### config.mk
export PLATFORM = sky130hd
export DESIGN_NAME = hspc_top
export DESIGN_NICKNAME = d
export VERILOG_FILES = /design/src/core/hspc_pkg.sv /design/src/core/hspc_top.sv
export SDC_FILE = /design/constraint.sdc
export NUM_CORES = 1
export LEC_CHECK = 0
export BUFFER_PORTS_ARGS = -buffer_cell sky130_fd_sc_hd__buf_4
export CELL_PAD_IN_SITES_DETAIL_PLACEMENT = 1
export CELL_PAD_IN_SITES_GLOBAL_PLACEMENT = 1
export CORE_MARGIN = 3
export CORE_UTILIZATION = 35
export CTS_BUF_LIST = sky130_fd_sc_hd__clkbuf_4
export DETAILED_ROUTE_END_ITERATION = 8
export GPL_ROUTABILITY_DRIVEN = 1
export HOLD_SLACK_MARGIN = 0.03
export PLACE_DENSITY = 0.66
export SYNTH_ARGS = -nofsm -noshare
export SYNTH_HDL_FRONTEND = slang
export SYNTH_SLANG_ARGS = --single-unit
### constraint.sdc
create_clock -name clk_i -period 2.65 [get_ports clk_i]
set_input_delay 0.265 -clock clk_i [delete_from_list [all_inputs] [get_ports clk_i]]
set_output_delay 0.265 -clock clk_i [all_outputs]
set_load 0.01 [all_outputs]
### src/core/hspc_pkg.sv
package hspc_pkg;
   // apb byte offsets
   localparam logic [7:0] OFS_CTRL   = 8'h00;
   localparam logic [7:0] OFS_STATUS = 8'h04;
   localparam logic [7:0] OFS_FAULT1 = 8'h08;
   localparam logic [7:0] OFS_FAULT_LOG_SECOND = 8'h0C;
   localparam logic [7:0] OFS_ALERT  = 8'h10;
   localparam logic [7:0] OFS_GPIO   = 8'h14;
   localparam logic [7:0] OFS_ADDR   = 8'h18;
   // field positions
   localparam int CTRL_SEQ_POS   = 4;
   localparam int GPIO_SEL_LSB   = 4;
   localparam int GPIO_IN_LSB    = 8;
   localparam int F2_BOARD_POS   = 0;
   localparam int F2_GENERAL_PIN_ONE_POS   = 1;
   localparam int ALERT_F2_LSB   = 4;
   // supply order: 12V, 5V, 3.3V, -12V
   localparam int NSUP           = 4;
   localparam int SUP_NEG        = 3;
   // reset values
   localparam logic [3:0] ON_RST    = 4'h0;
   localparam logic       SEQ_RST   = 1'b0;
   localparam logic [5:0] ALERT_RST = 6'h00;
   localparam logic [2:0] GPIO_RST  = 3'h0;
   // configuration pin decode
   localparam logic [1:0] CFG_GND   = 2'h0;
   localparam logic [1:0] CFG_OPEN  = 2'h1;
   localparam logic [1:0] CFG_HIGH  = 2'h2;
   // timing
   localparam longint CLK_HZ        = 64'd25_000_000;
   localparam longint CLK_NS        = 64'd40;
   localparam longint POWERUP_MS    = 64'd100;
   localparam longint DEGLITCH_NS   = 64'd15_000;
   localparam longint CB_FILTER_NS  = 64'd22_000;
   localparam int POWERUP_CYC  = int'(POWERUP_MS * CLK_HZ / 64'd1000);
   localparam int DEGLITCH_CYC = int'((DEGLITCH_NS + CLK_NS - 64'd1) / CLK_NS);
   localparam int CB_CYC       = int'((CB_FILTER_NS + CLK_NS - 64'd1) / CLK_NS);
endpackage : hspc_pkg

### src/core/hspc_top.sv
// Our own choices: the APB slave port and the register addresses.
`timescale 1ns/1ps
`default_nettype none
module hspc_top #(
   parameter int POWERUP_CYCLES = hspc_pkg::POWERUP_CYC,
   parameter int DEGLITCH_CYCLES = hspc_pkg::DEGLITCH_CYC,
   parameter int CB_CYCLES      = hspc_pkg::CB_CYC
) (
   input  wire logic        clk_i,
   input  wire logic        reset_i,
   input  wire logic        internal_supply_low_i,
   input  wire logic        psel_i,
   input  wire logic        penable_i,
   input  wire logic        pwrite_i,
   input  wire logic [7:0]  paddr_i,
   input  wire logic [31:0] pwdata_i,
   output logic [31:0]      prdata_o,
   output logic             pready_o,
   output logic             pslverr_o,
   input  wire logic        board_present_n_i,
   input  wire logic        on_ctrl_i,
   input  wire logic        backplane_reset_n_i,
   input  wire logic [3:0]  power_bad_i,
   input  wire logic [3:0]  uvlo_i,
   input  wire logic [3:0]  cb_over_i,
   input  wire logic [3:0]  ramp_done_i,
   input  wire logic [1:0]  cfg_mode_i,
   input  wire logic [1:0]  bus_addr_select_i,
   input  wire logic [3:0]  bus_addr_tri_i,
   input  wire logic [2:0]  gpio_i,
   output logic [2:0]       gpio_o,
   output logic [2:0]       gpio_oe_n_o,
   output logic [3:0]       switch_on_o,
   output logic             board_power_ok_n_o,
   output logic             board_power_ok_n_oe_n_o,
   output logic             slot_reset_n_o,
   output logic             slot_reset_n_oe_n_o,
   output logic             alert_n_o,
   output logic             alert_n_oe_n_o,
   output logic [1:0]       adc_sel_o,
   output logic [4:0]       bus_addr_o,
   output logic             level_3v3_o
);
   localparam int PW = $clog2(POWERUP_CYCLES + 1);
   localparam int DW = $clog2(DEGLITCH_CYCLES + 1);
   localparam int CW = $clog2(CB_CYCLES + 1);
   localparam int SW = 14;
   localparam int NSUP_L = hspc_pkg::NSUP;

   logic          rst;
   logic [SW-1:0] sync1_reg;
   logic [SW-1:0] sync2_reg;
   logic [3:0]    pbad;
   logic [3:0]    uvlo;
   logic [1:0]    cfg;
   logic [3:0]    tri_sel;
   logic [3:0]    chk_mask;
   logic          inhibit;
   logic          bp_prev_reg;
   logic          on_prev_reg;
   logic          g1_prev_reg;
   logic          bp_fall;
   logic          bp_rise;
   logic          on_rise;
   logic          on_fall;
   logic          g1_chg;
   logic [PW-1:0] pu_cnt_reg;
   logic          pu_done_reg;
   logic          pu_fire;
   logic [3:0]    on_reg;
   logic [3:0]    on_next;
   logic          seq_reg;
   logic [3:0]    start_bits;
   logic [3:0]    armed_reg;
   logic [CW-1:0] cb_cnt_reg [NSUP_L];
   logic [3:0]    trip;
   logic [3:0]    fault1_reg;
   logic [1:0]    fault_log_second_reg;
   logic          fault_clr;
   logic [5:0]    alert_en_reg;
   logic [2:0]    gpio_drv_reg;
   logic [1:0]    adc_sel_reg;
   logic [DW-1:0] dg_cnt_reg;
   logic          ok_n_reg;
   logic          all_on;
   logic          all_good;
   logic          setup;
   logic          wr;
   logic          hit;
   logic [31:0]   rd_mux;
   logic [31:0]   prdata_reg;
   logic          pslverr_reg;
   logic [3:0]    tri_idx;

   assign rst = reset_i | internal_supply_low_i;

   always_ff @(posedge clk_i) begin
      if (rst) begin
         sync1_reg <= '0;
         sync2_reg <= '0;
      end else begin
         sync1_reg <= {power_bad_i, uvlo_i, cfg_mode_i, bus_addr_tri_i};
         sync2_reg <= sync1_reg;
      end
   end
   assign pbad    = sync2_reg[13:10];
   assign uvlo    = sync2_reg[9:6];
   assign cfg     = sync2_reg[5:4];
   assign tri_sel = sync2_reg[3:0];

   // negative supply checks dropped when config pin not grounded
   assign chk_mask    = (cfg == hspc_pkg::CFG_GND) ? 4'hF : 4'h7;
   assign level_3v3_o = (cfg == hspc_pkg::CFG_HIGH);
   assign inhibit     = |(uvlo & chk_mask);

   // nine three-state combos fold to eight, times four two-state combos
   assign tri_idx    = 4'(tri_sel[3:2]) * 4'h3 + 4'(tri_sel[1:0]);
   assign bus_addr_o = {tri_idx[2:0], bus_addr_select_i};

   always_ff @(posedge clk_i) begin
      if (rst) begin
         // track board-present and general pin one levels in reset so release shows no false edge
         bp_prev_reg <= board_present_n_i;
         on_prev_reg <= 1'b0;
         g1_prev_reg <= gpio_i[0];
      end else begin
         bp_prev_reg <= board_present_n_i;
         on_prev_reg <= on_ctrl_i;
         g1_prev_reg <= gpio_i[0];
      end
   end
   assign bp_fall = bp_prev_reg & ~board_present_n_i;
   assign bp_rise = ~bp_prev_reg & board_present_n_i;
   assign on_rise = ~on_prev_reg & on_ctrl_i & pu_done_reg;
   assign on_fall = on_prev_reg & ~on_ctrl_i;
   assign g1_chg  = g1_prev_reg ^ gpio_i[0];

   // power-up delay; on-control rising edges before it are ignored, level decides at expiry
   always_ff @(posedge clk_i) begin
      if (rst) begin
         pu_cnt_reg  <= '0;
         pu_done_reg <= 1'b0;
      end else if (!pu_done_reg) begin
         pu_cnt_reg  <= pu_cnt_reg + PW'(1);
         pu_done_reg <= (pu_cnt_reg == PW'(POWERUP_CYCLES - 1));
      end
   end
   assign pu_fire = ~pu_done_reg & (pu_cnt_reg == PW'(POWERUP_CYCLES - 1));

   assign start_bits = seq_reg ? 4'h1 : 4'hF;
   assign setup = psel_i & ~penable_i;
   assign wr    = psel_i & penable_i & pwrite_i;

   always_comb begin
      on_next = on_reg;
      if (wr && paddr_i == hspc_pkg::OFS_CTRL)
         on_next = pwdata_i[3:0];
      if (seq_reg) begin
         for (int k = 0; k < NSUP_L - 1; k++) begin
            if (on_reg[k] && ramp_done_i[k])
               on_next[k+1] = 1'b1;
         end
      end
      if (pu_fire && on_ctrl_i)
         on_next = start_bits;
      if (on_rise || (bp_fall && on_ctrl_i))
         on_next = start_bits;
      if (on_fall || bp_rise || |trip)
         on_next = hspc_pkg::ON_RST;
   end

   always_ff @(posedge clk_i) begin
      if (rst) begin
         on_reg  <= hspc_pkg::ON_RST;
         seq_reg <= hspc_pkg::SEQ_RST;
      end else begin
         on_reg <= on_next;
         if (wr && paddr_i == hspc_pkg::OFS_CTRL)
            seq_reg <= pwdata_i[hspc_pkg::CTRL_SEQ_POS];
      end
   end

   // switches gated by board presence and lockout, never by software alone
   assign switch_on_o = (board_present_n_i | inhibit) ? 4'h0 : on_reg;

   // breaker armed only once that supply's start-up ramp has ended
   generate
      for (genvar s = 0; s < NSUP_L; s++) begin : g_cb
         always_ff @(posedge clk_i) begin
            if (rst) begin
               armed_reg[s]  <= 1'b0;
               cb_cnt_reg[s] <= '0;
            end else begin
               if (!switch_on_o[s])
                  armed_reg[s] <= 1'b0;
               else if (ramp_done_i[s])
                  armed_reg[s] <= 1'b1;
               if (armed_reg[s] && cb_over_i[s] && !trip[s])
                  cb_cnt_reg[s] <= cb_cnt_reg[s] + CW'(1);
               else
                  cb_cnt_reg[s] <= '0;
            end
         end
         assign trip[s] = armed_reg[s] & cb_over_i[s] &
                          (cb_cnt_reg[s] == CW'(CB_CYCLES - 1));
      end
   endgenerate

   assign fault_clr = bp_fall | on_fall;

   // new events win over any clear in the same cycle
   always_ff @(posedge clk_i) begin
      if (rst) begin
         fault1_reg <= '0;
         fault_log_second_reg <= '0;
      end else begin
         fault1_reg <= (fault1_reg & ~((wr && paddr_i == hspc_pkg::OFS_FAULT1)
                       ? pwdata_i[3:0] : 4'h0) & {4{~fault_clr}}) | trip;
         fault_log_second_reg[hspc_pkg::F2_BOARD_POS] <= (fault_log_second_reg[hspc_pkg::F2_BOARD_POS] &
            ~(wr && paddr_i == hspc_pkg::OFS_FAULT_LOG_SECOND && pwdata_i[hspc_pkg::F2_BOARD_POS])
            & ~fault_clr) | bp_fall | bp_rise;
         fault_log_second_reg[hspc_pkg::F2_GENERAL_PIN_ONE_POS] <= (fault_log_second_reg[hspc_pkg::F2_GENERAL_PIN_ONE_POS] &
            ~(wr && paddr_i == hspc_pkg::OFS_FAULT_LOG_SECOND && pwdata_i[hspc_pkg::F2_GENERAL_PIN_ONE_POS])
            & ~fault_clr) | g1_chg;
      end
   end

   always_ff @(posedge clk_i) begin
      if (rst) begin
         alert_en_reg <= hspc_pkg::ALERT_RST;
         gpio_drv_reg <= hspc_pkg::GPIO_RST;
         adc_sel_reg  <= '0;
      end else if (wr && paddr_i == hspc_pkg::OFS_ALERT) begin
         alert_en_reg <= pwdata_i[5:0];
      end else if (wr && paddr_i == hspc_pkg::OFS_GPIO) begin
         gpio_drv_reg <= pwdata_i[2:0];
         adc_sel_reg  <= pwdata_i[hspc_pkg::GPIO_SEL_LSB +: 2];
      end
   end

   assign alert_n_o      = 1'b0;
   assign alert_n_oe_n_o = ~|({fault_log_second_reg, fault1_reg} & alert_en_reg);
   assign gpio_o         = 3'h0;
   assign gpio_oe_n_o    = ~gpio_drv_reg;
   assign adc_sel_o      = adc_sel_reg;

   assign all_on   = &(switch_on_o | ~chk_mask);
   assign all_good = ~|(pbad & chk_mask);

   // switch loss drops ok at once; power-bad only after deglitch
   always_ff @(posedge clk_i) begin
      if (rst) begin
         ok_n_reg   <= 1'b1;
         dg_cnt_reg <= '0;
      end else if (!all_on) begin
         ok_n_reg   <= 1'b1;
         dg_cnt_reg <= '0;
      end else if (all_good) begin
         ok_n_reg   <= 1'b0;
         dg_cnt_reg <= '0;
      end else if (!ok_n_reg) begin
         if (dg_cnt_reg == DW'(DEGLITCH_CYCLES - 1)) begin
            ok_n_reg   <= 1'b1;
            dg_cnt_reg <= '0;
         end else begin
            dg_cnt_reg <= dg_cnt_reg + DW'(1);
         end
      end
   end

   assign board_power_ok_n_o      = 1'b0;
   assign board_power_ok_n_oe_n_o = ok_n_reg;
   assign slot_reset_n_o          = 1'b0;
   assign slot_reset_n_oe_n_o     = ~(ok_n_reg | ~backplane_reset_n_i);

   always_comb begin
      hit    = 1'b1;
      rd_mux = '0;
      case (paddr_i)
         hspc_pkg::OFS_CTRL:   rd_mux = 32'({seq_reg, on_reg});
         hspc_pkg::OFS_STATUS: rd_mux = 32'({cfg, on_ctrl_i, board_present_n_i,
                                  ~slot_reset_n_oe_n_o, ok_n_reg, uvlo, pbad,
                                  switch_on_o});
         hspc_pkg::OFS_FAULT1: rd_mux = 32'(fault1_reg);
         hspc_pkg::OFS_FAULT_LOG_SECOND: rd_mux = 32'(fault_log_second_reg);
         hspc_pkg::OFS_ALERT:  rd_mux = 32'(alert_en_reg);
         hspc_pkg::OFS_GPIO:   rd_mux = 32'({gpio_i, 2'b00, adc_sel_reg, 1'b0,
                                  gpio_drv_reg});
         hspc_pkg::OFS_ADDR:   rd_mux = 32'(bus_addr_o);
         default:              hit = 1'b0;
      endcase
   end

   always_ff @(posedge clk_i) begin
      if (rst) begin
         prdata_reg  <= '0;
         pslverr_reg <= 1'b0;
      end else if (setup) begin
         prdata_reg  <= pwrite_i ? 32'h0000_0000 : rd_mux;
         pslverr_reg <= ~hit;
      end
   end

   assign pready_o  = psel_i & penable_i;
   assign prdata_o  = prdata_reg;
   assign pslverr_o = pslverr_reg & psel_i & penable_i;
endmodule : hspc_top
`default_nettype wire

Word level (Yosys, flattened, before mapping)
Memory sizes are Yosys's and may differ from the RTL's.
Index checks and enable logic that the tools add are counted.
{"block": "classes", "n_addsub": 7, "multipliers": 1, "eq_ne": 13, "n_mux": 53, "bitwise_logic": 68, "reduce_logical": 45}
{"operator": "case mux 18 bit (7 select lines)", "count": 1}
{"operator": "two-way mux 10 bit", "count": 8}
{"operator": "adder 10 x 1 -> 10 bit, second input constant", "count": 4}
{"operator": "equality test 10 bit, second input constant", "count": 4}
{"operator": "two-way mux 1 bit", "count": 34}
{"operator": "two-way mux 32 bit", "count": 1}
{"operator": "two-way mux 4 bit", "count": 7}
{"operator": "equality test 8 x 5 -> 1 bit, second input constant", "count": 3}
{"operator": "AND 1 bit", "count": 23}
{"operator": "adder 22 x 1 -> 22 bit, second input constant", "count": 1}
{"operator": "equality test 22 bit, second input constant", "count": 1}
{"operator": "logical AND 1 bit", "count": 20}
{"operator": "inverter 1 bit", "count": 19}
{"operator": "AND 4 bit", "count": 4}
{"operator": "equality test 8 x 4 -> 1 bit, second input constant", "count": 2}
{"operator": "OR 1 bit", "count": 15}
{"operator": "OR reduction 2 bit", "count": 6}
{"operator": "OR reduction 4 bit", "count": 3}
{"operator": "adder 9 x 1 -> 9 bit, second input constant", "count": 1}
{"operator": "equality test 9 bit, second input constant", "count": 1}
{"operator": "two-way mux 9 bit", "count": 1}
{"operator": "equality test 8 x 3 -> 1 bit, second input constant", "count": 1}
{"operator": "logical NOT 8 bit", "count": 1}
{"operator": "inverter 4 bit", "count": 2}
{"operator": "17 further kinds", "count": 24}
{"block": "totals", "reg_bits": 123, "mem_bits_rw": 40, "input_bits": 76, "memories": 1}
{"name": "cb_cnt_reg", "depth": 4, "word_bits": 10, "read_ports": 4, "rd_ports_with_merged_regs": 0, "write_ports": 4, "line_no": "hspc_top.sv:75", "source": "logic [CW-1:0] cb_cnt_reg [NSUP_L];"}

Depth between registers and ports, before layout
Gate-level depths: netlist of run 1.
{"block": "depth", "ltp_word": 10, "ltp_mapped": 9, "mapped_depth_nobuf": 9}

Least setup slack after synthesis of run 1
No wires, ideal clock.
{"block": "synth_path", "path_kind": "register to register", "from": "reg sync2_reg[1]", "to": "reg prdata_reg[4] (netlist: prdata_o[4])", "setup_ps": 95, "t_arrival_ps": 1982, "path_slack_ps": 572, "stages_incl_launch_ff": 10, "n_path_buf": 0, "period_less_slack_ps": 2078, "path_cell_list": "dfxtp_1 -> inv_1 -> fa_1 -> inv_1 -> ha_1 -> xnor2_1 -> xnor2_1 -> mux2i_1 -> nand3b_1 -> a221oi_1"}
{"block": "synth_between", "elab_chain_cells": 3}
{"element": "start, declared", "line_no": "hspc_top.sv:52", "source": "logic [SW-1:0] sync2_reg;"}
{"element": "start signal, assigned", "line_no": "hspc_top.sv:103", "source": "sync2_reg <= sync1_reg;"}
{"element": "adder 3 x 2 -> 3 bit", "line_no": "hspc_top.sv:117", "source": "assign tri_idx = 4'(tri_sel[3:2]) * 4'h3 + 4'(tri_sel[1:0]);"}
{"element": "named net bus_addr_o[4]", "line_no": "hspc_top.sv:41", "source": "output logic [4:0] bus_addr_o,"}
{"element": "case mux 18 bit (7 select lines)", "line_no": "hspc_top.sv:279", "source": "case (paddr_i)"}
{"element": "two-way mux 32 bit", "line_no": "hspc_top.sv:299", "source": "prdata_reg <= pwrite_i ? 32'h0000_0000 : rd_mux;"}
{"element": "end signal, assigned", "line_no": "hspc_top.sv:299"}
{"element": "end, declared", "line_no": "hspc_top.sv:91", "source": "logic [31:0] prdata_reg;"}
The timed path passes the listed nets, and every way through them passes these cells.
A chain may end at the register's enable or synchronous reset.

Worst setup path in the final report of run 1
{"block": "layout_path", "from": "reg sync2_reg[1]", "to": "out bus_addr_o[4]"}
{"block": "layout_between", "elab_chain_cells": 1}
{"element": "adder 3 x 2 -> 3 bit", "line_no": "hspc_top.sv:117"}
{"element": "end, declared", "line_no": "hspc_top.sv:41"}
Every way passes these cells.

==> flow_metrics.py, run 1 <==
metrics = {
    "run_status": {
        "status": "completed",
    },
    "clocking": {
        "clock-sinks": 149,
        "cts_tree": "built",
        "clock_latency_ns": 0.57,
        "numCtsBuffers": 17,
        "clk_path_buf_depth": 2,
        "htreeDepth": 4,
        "root_buffer": "clkbuf_4",
        "clk_pin_slew_ns": 0.14,
    },
    "finish": {
        "final_area_mm2": 0.00857,
        "drive_above_1_share_pct": 16.8,
        "fin_cells": 1163,
        "final_common_cell": "dfxtp_1",
        "synthToLayoutAreaGrowth_pct": 22.7,
        "n_fill_cell": 2303,
        "fin_nets": 975,
        "final_cell_mix": "dfxtp_1, nor2_1, buf_4, conb_1, nand2_1",
        "insertedDiodeCount": 0,
        "largest_reg_flops": 40,
        "final_core_util_pct": 43.9,
    },
    "routing": {
        "drt-total-wl_um": 18500,
        "firstDrtPassIters": 4,
        "vias_per_cell": 4.93,
        "drc": 0,
        "drtAntennaViolNets": 0,
        "first_iter_violations": 242,
        "wl_per_cell_um": 15.9,
        "num_vias": 5739,
    },
    "grt": {
        "grt_pass1_vias": 5925,
        "grt_usage_pct": 17.3,
        "antenna_found_initial": 0,
        "grt_pass1_wl_um": 30300,
        "grt-ovfl-total": 0,
        "grt_max_degree": 41,
    },
    "synthesis": {
        "async_reset_ff_share_pct": 0,
        "synth_edf_count": 40,
        "syn_inst": 732,
        "seq_area_frac_synth_pct": 48.4,
        "synth_ff_type": "dfxtp_1",
        "ys.warnings.count": 0,
        "synth_area_per_cell_um2": 9.54,
        "yosysUniqueCellTypes": 63,
        "syn-cell-area_mm2": 0.00699,
        "ys_seq_elements": 149,
    },
    "timing": {
        "hold_viol": 0,
        "skew_ns": 0.0163,
        "layout_min_cycle_time_ns": 2.51,
        "setup_viol": 0,
        "slew_viol_final": 0,
        "worstMarginPinSlew_ns": 0.711,
        "max-slew-margin-rel_pct": 52.2,
        "timing.hold.ws_ns": 0.0652,
        "period_share_pct": 94.7,
        "fmax_mhz": 399,
    },
    "worst_setup_path": {
        "worstSetupStartpoint": "sync2_reg[1]",
        "r2r_end": "cb_cnt_reg[2][3]",
        "crit_fanout": 2,
        "ff2ff_path_depth": 5,
        "start_kind": "register",
        "crit_type": "register to output pin",
        "end_kind": "output pin",
        "rrSetupSlack_ns": 0.26,
        "cp-endpoint": "bus_addr_o[4]",
        "crit_arrival_ns": 2.24,
        "crit_required_ns": 2.38,
        "rr_startpoint": "cb_cnt_reg[2][4]",
    },
    "die": {
        "ios": 134,
        "initial_core_util_pct": 35.8,
        "rows": 51,
        "core-area_mm2": 0.0195,
        "die_area_mm2": 0.0217,
        "die_h_um": 147,
        "dieWidth_um": 147,
    },
    "placed_design": {
        "place_congestion": 0.818,
        "io_buffers": 87,
        "dp_cells": 1100,
        "placed_cell_area_mm2": 0.00794,
        "hpwl_um": 14100,
    },
    "power_and_ir_drop": {
        "p_per_area_mw_per_mm2": 494,
        "p_leak_nw": 3.38,
        "vdd_drop_max_mv": 0.268,
    },
    "worst_hold_path": {
        "worstHoldStart": "pwrite_i",
        "holdCritPathClass": "primary input to register",
    },
    "job": {
        "maxCapViolCount": 0,
    },
}
[synthesized netlist by cell type (3+ instances only)]
master / n / area share (%)
dfxtp_1: 109 / 31
nor2_1: 101 / 5.4
nand2_1: 47 / 2.5
edfxtp_1: 40 / 17
nand3_1: 40 / 2.9
and2_1: 39 / 3.5
xor2_1: 29 / 3.6
xnor2_1: 26 / 3.3
buf_4: 23 / 2.5
a21oi_1: 22 / 1.6
inv_1: 22 / 1.2
and3_1: 21 / 1.9
o21ai_0: 20 / 1.4
mux2i_1: 18 / 2.6
clkbuf_1: 17 / 0.91
a22oi_1: 14 / 1.5
ha_1: 13 / 2.3
nor3_1: 13 / 0.93
nand4_1: 11 / 0.99
nor4_1: 11 / 0.99
nand2b_1: 10 / 0.90
a31oi_1: 7 / 0.63
a32o_1: 6 / 0.86
and4_1: 6 / 0.75
a221oi_1: 3 / 0.38
and2_2: 3 / 0.32
buf_1: 3 / 0.16
buf_2: 3 / 0.21
nand3b_1: 3 / 0.32
nand4b_1: 3 / 0.38
nor2b_1: 3 / 0.27
or3_1: 3 / 0.27
[layout make-up]
type / instances / area, µm² / share of cell area, %
tap: 265 / 332 / 3.87
multi-input combinational: 569 / 3440 / 40.2
sequential: 149 / 3380 / 39.5
clock inverter: 14 / 175 / 2.04
timing repair buffer: 126 / 1020 / 11.9
clock buffer: 18 / 135 / 1.58
inverter: 22 / 82.6 / 0.963
[how the worst min path moves through the flow]
stage	depth (start not counted)	endpoint
2_1_floorplan	0	bp_prev_reg
3_3_place_gp	1	g1_prev_reg
3_5_place_dp	1	g1_prev_reg
4_1_cts	4	prdata_o[4]
5_1_grt	4	prdata_o[4]
6_report	4	prdata_o[4]
[cells by family after synthesis]
logic type      Yosys count  share of synthesized area [%]
buf+inv                  72                           5.66
compound gates           87                           8.38
simple gates            331                           24.4
xor+xnor                 55                           6.90
mux                      22                           3.55
flops                   149                           48.4
other cells               2                          0.108
fa+ha+maj                14                           2.62
[worst max-delay path: stages (launching register included)]
cell,delay (ns)
dfxtp_1,0.33
inv_1,0.05
fa_1,0.53
inv_1,0.05
ha_2,0.18
xnor2_2,0.14
xnor2_2,0.23
buf_4,0.17
[power by group]
part,switching [W],total [W],internal (W)
combinational,0.000144,0.000279,0.000134
clock,0.000874,0.00155,0.000676
sequential,0.0000371,0.00241,0.00237
total,0.00106,0.00424,0.00318
[per-stage QoR]
step	TNS (ns)	power (W)	worst slack, ns
global route	-0.00448	0.00443	-0.00448
floorplan	0	0.00260	0.572
finish	0	0.00424	0.141
global placement	0	0.00269	0.363
CTS	0	0.00430	0.0188
detailed placement	0	0.00270	0.270
[metal layers]
metal  track usage (%)  vias up  wire [µm]
li1                  -     2785          -
met1              22.0     2818       8330
met2              29.5      119       9170
met3              3.79       17        809
met4              5.22        0        180
met5                 0        -          0
[what timing repair did]
| action | CTS | global route |
|---|---|---|
| pin swaps | 0 | 1 |
| setup endpoints to repair | 1 | 1 |
| setup buffers | 0 | 1 |
| resized for setup | 1 | 3 |
| endpoints found under the hold margin | 43 | 0 |
| hold buffers | 30 | 0 |
| gates cloned | 0 | 0 |
Power figures use the tool's default switching activity.
==> run 2, diff against run 1 <==
==> constraint.sdc (replaced) <==
create_clock -name clk_i -period 2.65 [get_ports clk_i]
set_input_delay 0.795 -clock clk_i [delete_from_list [all_inputs] [get_ports clk_i]]
set_output_delay 0.795 -clock clk_i [all_outputs]
set_load 0.01 [all_outputs]
==> run 2 against run 1 <==
  * Power decreased by 3.4%
  * Final area is 1.8% lower
  * The flow now finishes with violations (setup timing)
  * Core utilization shrank 0.78 points
==> flow_metrics.py, run 2 (synthesis results as in run 1) <==
metrics = {
    "job": {
        "maxCapViolCount": 0,
    },
    "routing": {
        "first_iter_violations": 238,
        "drtAntennaViolNets": 0,
        "drc": 0,
        "firstDrtPassIters": 4,
        "vias_per_cell": 4.88,
        "num_vias": 5618,
        "wl_per_cell_um": 16.1,
        "drt-total-wl_um": 18500,
    },
    "finish": {
        "fin_cells": 1152,
        "final_common_cell": "buf_4",
        "fin_nets": 962,
        "synthToLayoutAreaGrowth_pct": 20.6,
        "drive_above_1_share_pct": 19.8,
        "final_cell_mix": "buf_4, dfxtp_1, nor2_1, conb_1, nand2_1",
        "largest_reg_flops": 40,
        "final_core_util_pct": 43.1,
    },
    "grt": {
        "grt-ovfl-total": 0,
        "grt_pass1_wl_um": 30000,
        "grt_pass1_vias": 5800,
        "antenna_found_initial": 2,
        "grt_max_degree": 42,
        "grt_usage_pct": 17.3,
    },
    "timing": {
        "max-slew-margin-rel_pct": 48.6,
        "period_share_pct": 112,
        "hold_viol": 0,
        "rsz0062_at_grt": "true",
        "skew_ns": 0.0161,
        "finalWorstSetupSlack_ns": -0.314,
        "fmax_mhz": 337,
        "worstMarginPinSlew_ns": 0.764,
        "slew_viol_final": 0,
        "setup_viol": 6,
        "layout_min_cycle_time_ns": 2.96,
    },
    "worst_setup_path": {
        "cp_cell_sequence": "inv_2, fa_1, inv_2, ha_4, xnor2_2, xnor2_1, buf_4, buf_6",
        "cp_slowest_cell": "fa_1",
        "cp-endpoint": "bus_addr_o[4]",
        "worstSetupStartpoint": "sync2_reg[1]",
        "crit_required_ns": 1.86,
        "end_kind": "output pin",
        "crit_type": "register to output pin",
        "cp_slowest_stage_delay_ns": 0.54,
        "cp_common_cell": "inv_2",
        "start_kind": "register",
        "rrSetupSlack_ns": 0.36,
        "rr_startpoint": "cb_cnt_reg[2][6]",
        "ff2ff_path_depth": 5,
        "crit_fanout": 2,
        "r2r_end": "cb_cnt_reg[2][3]",
        "crit_arrival_ns": 2.17,
    },
    "placed_design": {
        "dp_cells": 1112,
        "pre_cts_slack_ns": -0.0653,
        "io_buffers": 87,
        "place_congestion": 0.792,
        "hpwl_um": 14100,
    },
    "worst_hold_path": {
        "whs_path_depth": 1,
        "holdCritPathClass": "primary input to register",
        "worstHoldStart": "gpio_i[0]",
    },
    "clocking": {
        "clock-sinks": 149,
        "numCtsBuffers": 17,
        "clock_latency_ns": 0.56,
        "root_buffer": "clkbuf_4",
        "htreeDepth": 4,
        "clk_pin_slew_ns": 0.13,
        "cts_tree": "built",
        "clk_path_buf_depth": 2,
    },
    "power_and_ir_drop": {
        "total_power_w": 0.00409,
        "p_per_area_mw_per_mm2": 486,
        "p_leak_nw": 3.32,
        "vdd_drop_max_mv": 0.225,
    },
    "die": {
        "die_h_um": 147,
        "ios": 134,
        "rows": 51,
        "initial_core_util_pct": 35.8,
        "dieWidth_um": 147,
        "die_area_mm2": 0.0217,
        "core-area_mm2": 0.0195,
    },
    "run_status": {
        "violations": "setup timing",
        "status": "complete, but fails checks",
    },
}
[run 2: cell count changes in the layout (fill, tap and decap cells not counted), moves of 3 or more]
| cell | delta |
|---|---|
| inv_1 | -3 |
| buf_6 | +7 |
| and2_4 | +3 |
| clkinv_2 | +3 |
| inv_6 | -3 |
| inv_2 | +4 |
| buf_4 | +9 |
| clkbuf_4 | +4 |
| and2_2 | -3 |
| clkinv_4 | -4 |
| dfxtp_2 | +3 |
| dlygate4sd3_1 | -30 |
| dfxtp_1 | -4 |
[run 2: final cells by class]
class                           instances  area [µm²]
Fill cell                            2352       11100
Multi-Input combinational cell        569        3450
Sequential cell                       149        3390
Timing Repair Buffer                  113         887
Tap cell                              265         332
Clock buffer                           22         165
Clock inverter                         10         108
Inverter                               22        82.6
Antenna cell                            2        5.00
[run 2: worst min-delay path by stage]
stage / slack (ns) / endpoint
detailed placement: 0.41 / sync2_reg[4]
global placement: 0.41 / sync2_reg[4]
CTS: 0.32 / g1_prev_reg
global route: 0.29 / g1_prev_reg
finish: 0.36 / g1_prev_reg
floorplan: 0.41 / sync2_reg[0]
[run 2: worst max-delay path, delay by kind of cell, from the launching register on]
kind | cells | cell delay [ns]
adders and majority gates | 2 | 0.69
DFF | 1 | 0.34
buffers and inverters | 4 | 0.34
xor gates and xnor gates | 2 | 0.26
[run 2: report_power, final]
part           switching, W  internal [W]
clock              0.000817      0.000605
sequential        0.0000366       0.00237
combinational      0.000143      0.000119
[run 2: what timing repair did]
action                                  in CTS  in global routing
cloned                                       0                  0
pin swaps                                    4                  3
hold buffers                                 0                  0
resized for setup                           22                  0
endpoints found under the setup margin       6                  6
setup buffers                                6                  0
[run 2: routing by layer]
| layer | part of all wire [%] | global-route usage (%) |
|---|---|---|
| met1 | 46 | 22.1 |
| met2 | 48 | 29.4 |
| met3 | 4.5 | 4.32 |
| met4 | 1.2 | 4.71 |
| met5 | 0 | 0 |
[run 2: through the flow]
| step | hold WS (ns) | instance area, µm² | setup TNS (ns) |
|---|---|---|---|
| floorplan | 0.406 | 7200 | 0 |
| global placement | 0.414 | 8040 | -0.101 |
| detailed placement | 0.415 | 8040 | -0.517 |
| CTS | 0.317 | 8420 | -1.06 |
| global route | 0.286 | 8420 | -1.60 |
| finish | 0.364 | 8420 | -0.864 |
